--- src/design/cfg_src_pkg.sv ---
// constants for the descriptor configuration source block
package cfg_src_pkg;
  localparam int MAC_HI_W = 16;
  localparam int MAC_LO_W = 32;
  localparam int WAKE_W = 11;
  localparam int LEN_W = 32;
  localparam int FLAG_W = 8;
  localparam int EE_AW = 8;
  // eeprom image byte offsets
  localparam logic [7:0] EE_MAC_BASE = 8'h01;
  localparam logic [7:0] EE_HS_LEN = 8'h16;
  localparam logic [7:0] EE_FS_LEN = 8'h1a;
  localparam logic [7:0] EE_STR_LEN = 8'h0c;
  localparam logic [7:0] EE_WAKE_LO = 8'h1e;
  localparam logic [7:0] EE_WAKE_HI = 8'h1f;
  localparam logic [7:0] EE_FLAGS = 8'h20;
  localparam logic [7:0] EE_CFG = 8'h0a;
  localparam logic [7:0] EE_HIGH_SPEED_DESC_LENGTHS = 8'h65;
  localparam logic [7:0] EE_IMAGE_END = 8'h93;
  localparam logic [7:0] EE_HOST_BASE = 8'h94;
  localparam int LED_FUNCTION_SELECT_BIT = 2;
  localparam int WAKEUP_BIT = 5;
  localparam logic [7:0] FLAGS_RST = 8'h00;
  localparam logic [7:0] LOAD_LAST = 8'h93;
  typedef enum logic [1:0] {
    ST_IDLE = 2'b00,
    ST_LOAD = 2'b01,
    ST_DONE = 2'b11
  } load_e;
endpackage

--- src/design/ee_byte_if.sv ---
// byte fetch channel between the loader and its eeprom reader
`timescale 1ns/100ps
`default_nettype none
interface ee_byte_if;
  logic req;
  logic [7:0] addr;
  logic ack;
  logic [7:0] data;
  modport loader (output req, output addr, input ack, input data);
  modport reader (input req, input addr, output ack, output data);
endinterface
`default_nettype wire

--- src/design/ee_reader.sv ---
// eeprom byte reader: one-cycle request to registered answer
`timescale 1ns/100ps
`default_nettype none
module ee_reader
  import cfg_src_pkg::*;
(
  input wire logic clk,
  input wire logic rst,
  ee_byte_if.reader bus,
  output logic ee_rd,
  output logic [7:0] ee_addr,
  input wire logic ee_valid,
  input wire logic [7:0] ee_rdata
);
  logic busy;

  // one read in flight at a time; a second strobe before the answer
  // would fetch the same address twice
  always_ff @(posedge clk)
  begin
    if (rst)
    begin
      ee_rd <= 1'b0;
      ee_addr <= 8'h00;
      busy <= 1'b0;
      bus.ack <= 1'b0;
      bus.data <= 8'h00;
    end
    else
    begin
      ee_rd <= bus.req & ~busy & ~bus.ack;
      ee_addr <= bus.addr;
      busy <= (busy & ~bus.ack) | (bus.req & ~busy & ~bus.ack);
      bus.ack <= ee_valid;
      bus.data <= ee_rdata;
    end
  end
endmodule
`default_nettype wire

--- src/design/cfg_source.sv ---
// descriptor and settings source selection: eeprom image or software load
// Behaviour
// - only attributes written after ram fill let wakeup flag follow config attributes
// - with eeprom hardware loads mac, led select and wake enables itself
// - a flag attribute register holds stand-alone config and wake flags
// - in eeprom mode flags come from eeprom, software cannot see or change
// - eeprom bytes past the descriptor image are never interpreted
// - ram, attributes and software fields are an alternative source
// - emulation enable selects ram, attributes and software fields
// - reset protection keeps settings through every reset but power-on
`timescale 1ns/100ps
`default_nettype none
module cfg_source
  import cfg_src_pkg::*;
(
  input wire logic clk,
  input wire logic rst,
  input wire logic por,
  input wire logic eeprom_present,
  input wire logic eeprom_emulation_enable,
  input wire logic reset_protect,
  input wire logic sw_wr,
  input wire logic [cfg_src_pkg::MAC_HI_W-1:0] sw_mac_address_high,
  input wire logic [cfg_src_pkg::MAC_LO_W-1:0] sw_mac_address_low,
  input wire logic sw_led_function_select,
  input wire logic [cfg_src_pkg::WAKE_W-1:0] sw_gpio_wake_enable_n,
  input wire logic [cfg_src_pkg::LEN_W-1:0] sw_high_speed_desc_lengths,
  input wire logic [cfg_src_pkg::LEN_W-1:0] sw_full_speed_desc_lengths,
  input wire logic [cfg_src_pkg::FLAG_W-1:0] sw_flag_attribute_reg,
  input wire logic sw_cfg_attr_wr,
  input wire logic [7:0] sw_cfg_attr,
  output logic ee_rd,
  output logic [7:0] ee_addr,
  input wire logic ee_valid,
  input wire logic [7:0] ee_rdata,
  output logic [cfg_src_pkg::MAC_HI_W-1:0] mac_address_high,
  output logic [cfg_src_pkg::MAC_LO_W-1:0] mac_address_low,
  output logic led_function_select,
  output logic [cfg_src_pkg::WAKE_W-1:0] gpio_wake_enable_n,
  output logic [cfg_src_pkg::LEN_W-1:0] high_speed_desc_lengths,
  output logic [cfg_src_pkg::LEN_W-1:0] full_speed_desc_lengths,
  output logic [cfg_src_pkg::FLAG_W-1:0] flag_attribute_reg,
  output logic [cfg_src_pkg::FLAG_W-1:0] flag_readback,
  output logic remote_wakeup_flag,
  output logic source_is_ram,
  output logic load_done
);
  import cfg_src_pkg::*;

  ee_byte_if bus ();
  load_e state;
  load_e next_state;
  logic [7:0] ptr;
  logic [7:0] next_ptr;
  logic boot_ram;
  logic emu_s0;
  logic emu_s1;
  logic pres_s0;
  logic pres_s1;
  logic attr_seen;
  logic keep;

  ee_reader reader (
    .clk(clk),
    .rst(rst),
    .bus(bus),
    .ee_rd(ee_rd),
    .ee_addr(ee_addr),
    .ee_valid(ee_valid),
    .ee_rdata(ee_rdata)
  );

  // pins come from another domain, so two stages before use
  always_ff @(posedge clk)
  begin
    emu_s0 <= eeprom_emulation_enable;
    emu_s1 <= emu_s0;
    pres_s0 <= eeprom_present;
    pres_s1 <= pres_s0;
  end

  // protected settings survive a warm reset, never a power-on one
  assign keep = rst & reset_protect & ~por;

  // fetch sequencer walks only the descriptor image region
  assign bus.req = (state == ST_LOAD);
  assign bus.addr = ptr;
  always_comb
  begin
    next_state = state;
    next_ptr = ptr;
    unique case (state)
      ST_IDLE:
      begin
        if (!emu_s1 && pres_s1)
        begin
          next_state = ST_LOAD;
        end
      end
      ST_LOAD:
      begin
        if (bus.ack)
        begin
          if (ptr == LOAD_LAST)
          begin
            next_state = ST_DONE;
          end
          else
          begin
            next_ptr = ptr + 8'h01;
          end
        end
      end
      ST_DONE:
      begin
        next_state = ST_DONE;
      end
      default:
      begin
        next_state = ST_IDLE;
      end
    endcase
  end

  // source latched once per boot so the two never mix
  always_ff @(posedge clk)
  begin
    if (rst)
    begin
      state <= ST_IDLE;
      ptr <= 8'h00;
      boot_ram <= 1'b0;
      load_done <= 1'b0;
      source_is_ram <= 1'b0;
    end
    else
    begin
      state <= next_state;
      ptr <= next_ptr;
      if (state == ST_IDLE && emu_s1)
      begin
        boot_ram <= 1'b1;
        load_done <= 1'b1;
      end
      else if (next_state == ST_DONE)
      begin
        load_done <= 1'b1;
      end
      source_is_ram <= boot_ram;
    end
  end

  // settings: eeprom bytes or software writes, chosen by boot source
  always_ff @(posedge clk)
  begin
    if (rst && !keep)
    begin
      mac_address_high <= '0;
      mac_address_low <= '0;
      led_function_select <= 1'b0;
      gpio_wake_enable_n <= '0;
      high_speed_desc_lengths <= '0;
      full_speed_desc_lengths <= '0;
      flag_attribute_reg <= FLAGS_RST;
      attr_seen <= 1'b0;
    end
    else if (!rst)
    begin
      if (sw_wr && (boot_ram || (state == ST_IDLE && emu_s1)))
      begin
        mac_address_high <= sw_mac_address_high;
        mac_address_low <= sw_mac_address_low;
        led_function_select <= sw_led_function_select;
        gpio_wake_enable_n <= sw_gpio_wake_enable_n;
        high_speed_desc_lengths <= sw_high_speed_desc_lengths;
        full_speed_desc_lengths <= sw_full_speed_desc_lengths;
        flag_attribute_reg <= sw_flag_attribute_reg;
        attr_seen <= 1'b1;
      end
      else if (state == ST_LOAD && bus.ack)
      begin
        // byte placement from eeprom image; software writes ignored here
        if (ptr >= EE_MAC_BASE && ptr < EE_MAC_BASE + 8'h04)
        begin
          mac_address_low[(ptr - EE_MAC_BASE) * 8 +: 8] <= bus.data;
        end
        if (ptr == EE_MAC_BASE + 8'h04)
        begin
          mac_address_high[7:0] <= bus.data;
        end
        if (ptr == EE_MAC_BASE + 8'h05)
        begin
          mac_address_high[15:8] <= bus.data;
        end
        if (ptr == EE_CFG)
        begin
          led_function_select <= bus.data[LED_FUNCTION_SELECT_BIT];
        end
        if (ptr == EE_WAKE_LO)
        begin
          gpio_wake_enable_n[7:0] <= bus.data;
        end
        if (ptr == EE_WAKE_HI)
        begin
          gpio_wake_enable_n[10:8] <= bus.data[2:0];
        end
        if (ptr == EE_FLAGS)
        begin
          flag_attribute_reg <= bus.data;
        end
        if (ptr == EE_HS_LEN)
        begin
          high_speed_desc_lengths[7:0] <= bus.data;
        end
        if (ptr == EE_FS_LEN)
        begin
          full_speed_desc_lengths[7:0] <= bus.data;
        end
      end
    end
  end

  // software sees flags only when it owns them
  always_ff @(posedge clk)
  begin
    if (rst)
    begin
      flag_readback <= '0;
    end
    else
    begin
      flag_readback <= boot_ram ? flag_attribute_reg : '0;
    end
  end

  // wakeup flag follows config attributes only after lengths are set
  always_ff @(posedge clk)
  begin
    if (rst && !keep)
    begin
      remote_wakeup_flag <= 1'b0;
    end
    else if (!rst)
    begin
      if (boot_ram && sw_cfg_attr_wr && attr_seen)
      begin
        remote_wakeup_flag <= sw_cfg_attr[WAKEUP_BIT];
      end
      else if (state == ST_LOAD && bus.ack && ptr == EE_HIGH_SPEED_DESC_LENGTHS)
      begin
        remote_wakeup_flag <= bus.data[WAKEUP_BIT];
      end
    end
  end

  // load never reads into the host storage area
  no_host_read_a: assert property (@(posedge clk) disable iff (rst)
    ee_rd |-> ee_addr < EE_HOST_BASE) else $error("host area read");
  ram_no_fetch_a: assert property (@(posedge clk) disable iff (rst)
    source_is_ram |-> !ee_rd) else $error("fetch in ram mode");
  flag_hidden_a: assert property (@(posedge clk) disable iff (rst)
    !boot_ram |=> flag_readback == 8'h00) else $error("flags visible");
  sw_takes_a: assert property (@(posedge clk) disable iff (rst)
    (boot_ram && sw_wr) |=> mac_address_low == $past(sw_mac_address_low))
    else $error("software value lost");
  ee_mac_a: assert property (@(posedge clk) disable iff (rst)
    (state == ST_LOAD && bus.ack && ptr == EE_MAC_BASE)
    |=> mac_address_low[7:0] == $past(bus.data)) else $error("mac not loaded");
  src_stable_a: assert property (@(posedge clk) disable iff (rst)
    boot_ram |=> boot_ram) else $error("source changed in boot");
  wake_order_a: assert property (@(posedge clk) disable iff (rst)
    (boot_ram && sw_cfg_attr_wr && !attr_seen && !(state == ST_LOAD))
    |=> $stable(remote_wakeup_flag)) else $error("wakeup before attributes");
  flag_ee_a: assert property (@(posedge clk) disable iff (rst)
    (state == ST_LOAD && bus.ack && ptr == EE_FLAGS)
    |=> flag_attribute_reg == $past(bus.data)) else $error("flags not loaded");
endmodule
`default_nettype wire

--- config.mk ---
export PLATFORM = sky130hd
export DESIGN_NAME = cfg_source
export DESIGN_NICKNAME = d
export VERILOG_FILES = /design/src/design/cfg_src_pkg.sv /design/src/design/ee_byte_if.sv /design/src/design/ee_reader.sv /design/src/design/cfg_source.sv
export SDC_FILE = /design/constraint.sdc
export NUM_CORES = 1
export LEC_CHECK = 0
export BUFFER_PORTS_ARGS = -buffer_cell sky130_fd_sc_hd__buf_2
export CAP_MARGIN = 15
export CORE_ASPECT_RATIO = 0.7
export CORE_MARGIN = 5
export CORE_UTILIZATION = 50
export DETAILED_ROUTE_END_ITERATION = 16
export GPL_ROUTABILITY_DRIVEN = 0
export PLACE_DENSITY = 0.94
export SYNTH_ARGS = -nofsm -noshare
export SYNTH_HDL_FRONTEND = slang
export SYNTH_SLANG_ARGS = --single-unit
--- constraint.sdc ---
create_clock -name clk -period 10 [get_ports clk]
set_input_delay 2 -clock clk [delete_from_list [all_inputs] [get_ports clk]]
set_output_delay 2 -clock clk [all_outputs]
set_load 0.01 [all_outputs]
==> impl_metrics.json <==
{
  "synthArstFlopShare": 0,
  "ant_nets": 0,
  "drt-initial-drc-count": 784,
  "die_h_um": 111.7,
  "overflow": 0,
  "numCtsBuffers": 17,
  "ys_warn_count": 0,
  "synth_nets": 1067,
  "max_slew.worst_pin.slew_ns": 1.053,
  "status": "finished, final reports clean",
  "die_w_um": 155.2,
  "synth_top_area_frac": 0.4828,
  "leakage_nw": 4.426,
  "clkTransAtPathRegs_ns": 0.07,
  "synth-edff-count": 0,
  "die_area_mm2": 0.01733,
  "rows": 37,
  "drt_drc_violations_left": 0,
  "pin_count": 309,
  "wirelength_mm": 24.09,
  "core_mm2": 0.01458,
  "ys_seq_area_frac": 0.4828,
  "grt_pass1_vias": 6912,
  "insertion_delay_ns": 0.43,
  "synthFlopType": "dfxtp_1",
  "port_buffers": 301,
  "powerDensity_mw_per_mm2": 179.7,
  "ctsResizeCount": 0,
  "fillerInstances": 1223,
  "synthTopCellsByArea": "dfxtp_1 48%, nor2_1 7.1%, a21oi_1 6.2%",
  "cts_tree": "built",
  "synth_seq_cells": 178,
  "hold_buffers": 0,
  "grt_util_all_layers": 0.2644,
  "post_cts_buffers": 0,
  "hpwl_mm": 17.36,
  "crit_fanout": 109,
  "netlist_instances": 897,
  "slew-limit-headroom": 0.2933,
  "vias": 7523,
  "maxCapViolations": 0,
  "layout_setup_ws_ns": 5.090,
  "max_freq_ghz": 0.2037,
  "cp.arrival_ns": 5.25,
  "cts.sinks": 178,
  "hold_class": "reg2reg",
  "min_period_ns": 4.910,
  "critPathCaptureType": "flip-flop",
  "ir_drop_uv": 153.9,
  "hold_viol": 0,
  "antenna_found_initial": 4,
  "grt_max_degree": 110,
  "final-max-slew-violation-count": 0,
  "post-route-cell-area_mm2": 0.009550,
  "drive_gt1_frac": 0.3094,
  "detail_route.wl_per_cell_um": 17.63,
  "htreeDepth": 4,
  "nets": 1327,
  "fin_skew_ns": 0.01151,
  "yosysUniqueCellTypes": 53,
  "via_per_inst": 5.507,
  "place_ws_ns": 4.697,
  "timing.final.crit_share": 0.4910,
  "yosys.area.top_type": "dfxtp_1",
  "largestRegisters": "full_speed_desc_lengths x32, high_speed_desc_lengths x32, mac_address_low x32",
  "cp.required_ns": 10.34,
  "fin_setup_tns_ns": 0,
  "worstSetupStartpointType": "input port",
  "synth.cell_area_mm2": 0.007381,
  "regArea_mm2": 0.003563,
  "rsz0062_at_grt": "no",
  "placed_cell_area_mm2": 0.008931,
  "syn_to_final_growth_pct": 29.39,
  "setup_viol": 0,
  "clockRootBuffer": "clkbuf_16",
  "avgSynthCellArea_um2": 8.228,
  "multi_input_area_mm2": 0.003516,
  "grt_pass1_wl_mm": 36.54,
  "critPathKind": "in2reg",
  "cts_buffer_depth": 2,
  "initial_core_util": 0.5061,
  "drtPass1Iterations": 7
}
-- per-layer routing --
metal / vias up / global-route usage / routed length, um
met5: - / 0 / 44
met4: 6 / 0.1096 / 753
met3: 61 / 0.07498 / 2378
met2: 381 / 0.4295 / 11350
met1: 3438 / 0.3315 / 9560
li1: 3637 / - / -
-- cells in the final DEF (no fill, tap or decap), drive strengths merged, types with 9 or more instances in the layout --
cell type and count:
a211oi 28, dfxtp 178, inv 21, a21oi 91
buf 310, clkbuf 18, nor3 10, or3 12
and2 9, ha 13, o221ai 15, nand3 13
nand2 118, nor2b 20, o21ai 69, xnor2 9
and3 11, nor2 140
-- kinds of logic (layout without fill, tap and decap cells) --
family / count (synthesis) / after routing / synth area share
simple gates: 367 / 367 / 0.2287
compound gates: 240 / 240 / 0.2021
flops: 178 / 178 / 0.4828
buf+inv: 82 / 355 / 0.04374
xor+xnor: 14 / 14 / 0.01661
fa+ha+maj: 13 / 13 / 0.02204
mux: 3 / 3 / 0.004069
other cells: 0 / 1 / 0
-- worst paths after layout --
check             cells past startpoint             endpoint   startpoint  slack (ns)
setup / recovery                      8  mac_address_low[23]          rst        5.09
hold / removal                        0              pres_s1      pres_s0        0.33
setup reg to reg                     14  mac_address_low[23]  bus.addr[0]        5.16
hold reg to reg                       0              pres_s1      pres_s0        0.33
-- area by class of cell --
cell class,count,share of cell area
diodes,1,0.0002620
well taps,195,0.02555
clock buffers,18,0.04598
multi-input cells,637,0.3681
clock inverters,14,0.01703
repair buffers,310,0.1648
flip-flops and latches,178,0.3731
inverters,13,0.005109
-- report_power, final --
part | internal [mW] | leakage [nW] | switching [mW]
Clock | 0.364 | 0.294 | 0.308
Combinational | 0.104 | 2.67 | 0.145
Sequential | 0.763 | 1.46 | 0.0318
Total | 1.23 | 4.43 | 0.485
-- per-stage QoR --
step / hold WS (ns) / util / instances / total power, mW
CTS: 0.3305 / 0.6537 / 1363 / 1.723
global route: 0.3387 / 0.6549 / 1366 / 1.786
detailed placement: 0.3147 / 0.6124 / 1331 / 1.058
finish: 0.3294 / 0.6549 / 1366 / 1.716
global placement: 0.3110 / 0.6124 / 1331 / 1.049
floorplan: 0.3096 / - / 897 / 0.9401
-- critical path, stage by stage --
cell and delay, ns:
buf_2 0.32, inv_1 0.40, o211a_4 0.87, a41o_1 0.25, nand4b_1 0.19, o41ai_2 0.91, nor2_1 0.09, nor3_1 0.17
-- cells in the mapped netlist, drive strengths merged (5+ instances only) --
library cell / instances
xnor2: 9
or3: 12
clkbuf: 60
inv: 13
xor2: 5
nor4b: 5
nand2b: 5
nor3: 10
buf: 9
nand3: 13
and2: 9
o221a: 8
ha: 13
dfxtp: 178
nor2b: 20
nor2: 140
a21oi: 91
nand2: 118
and3: 11
a211oi: 28
a31oi: 5
o221ai: 15
o211a: 8
o21ai: 69
Power figures use the tool's default switching activity.
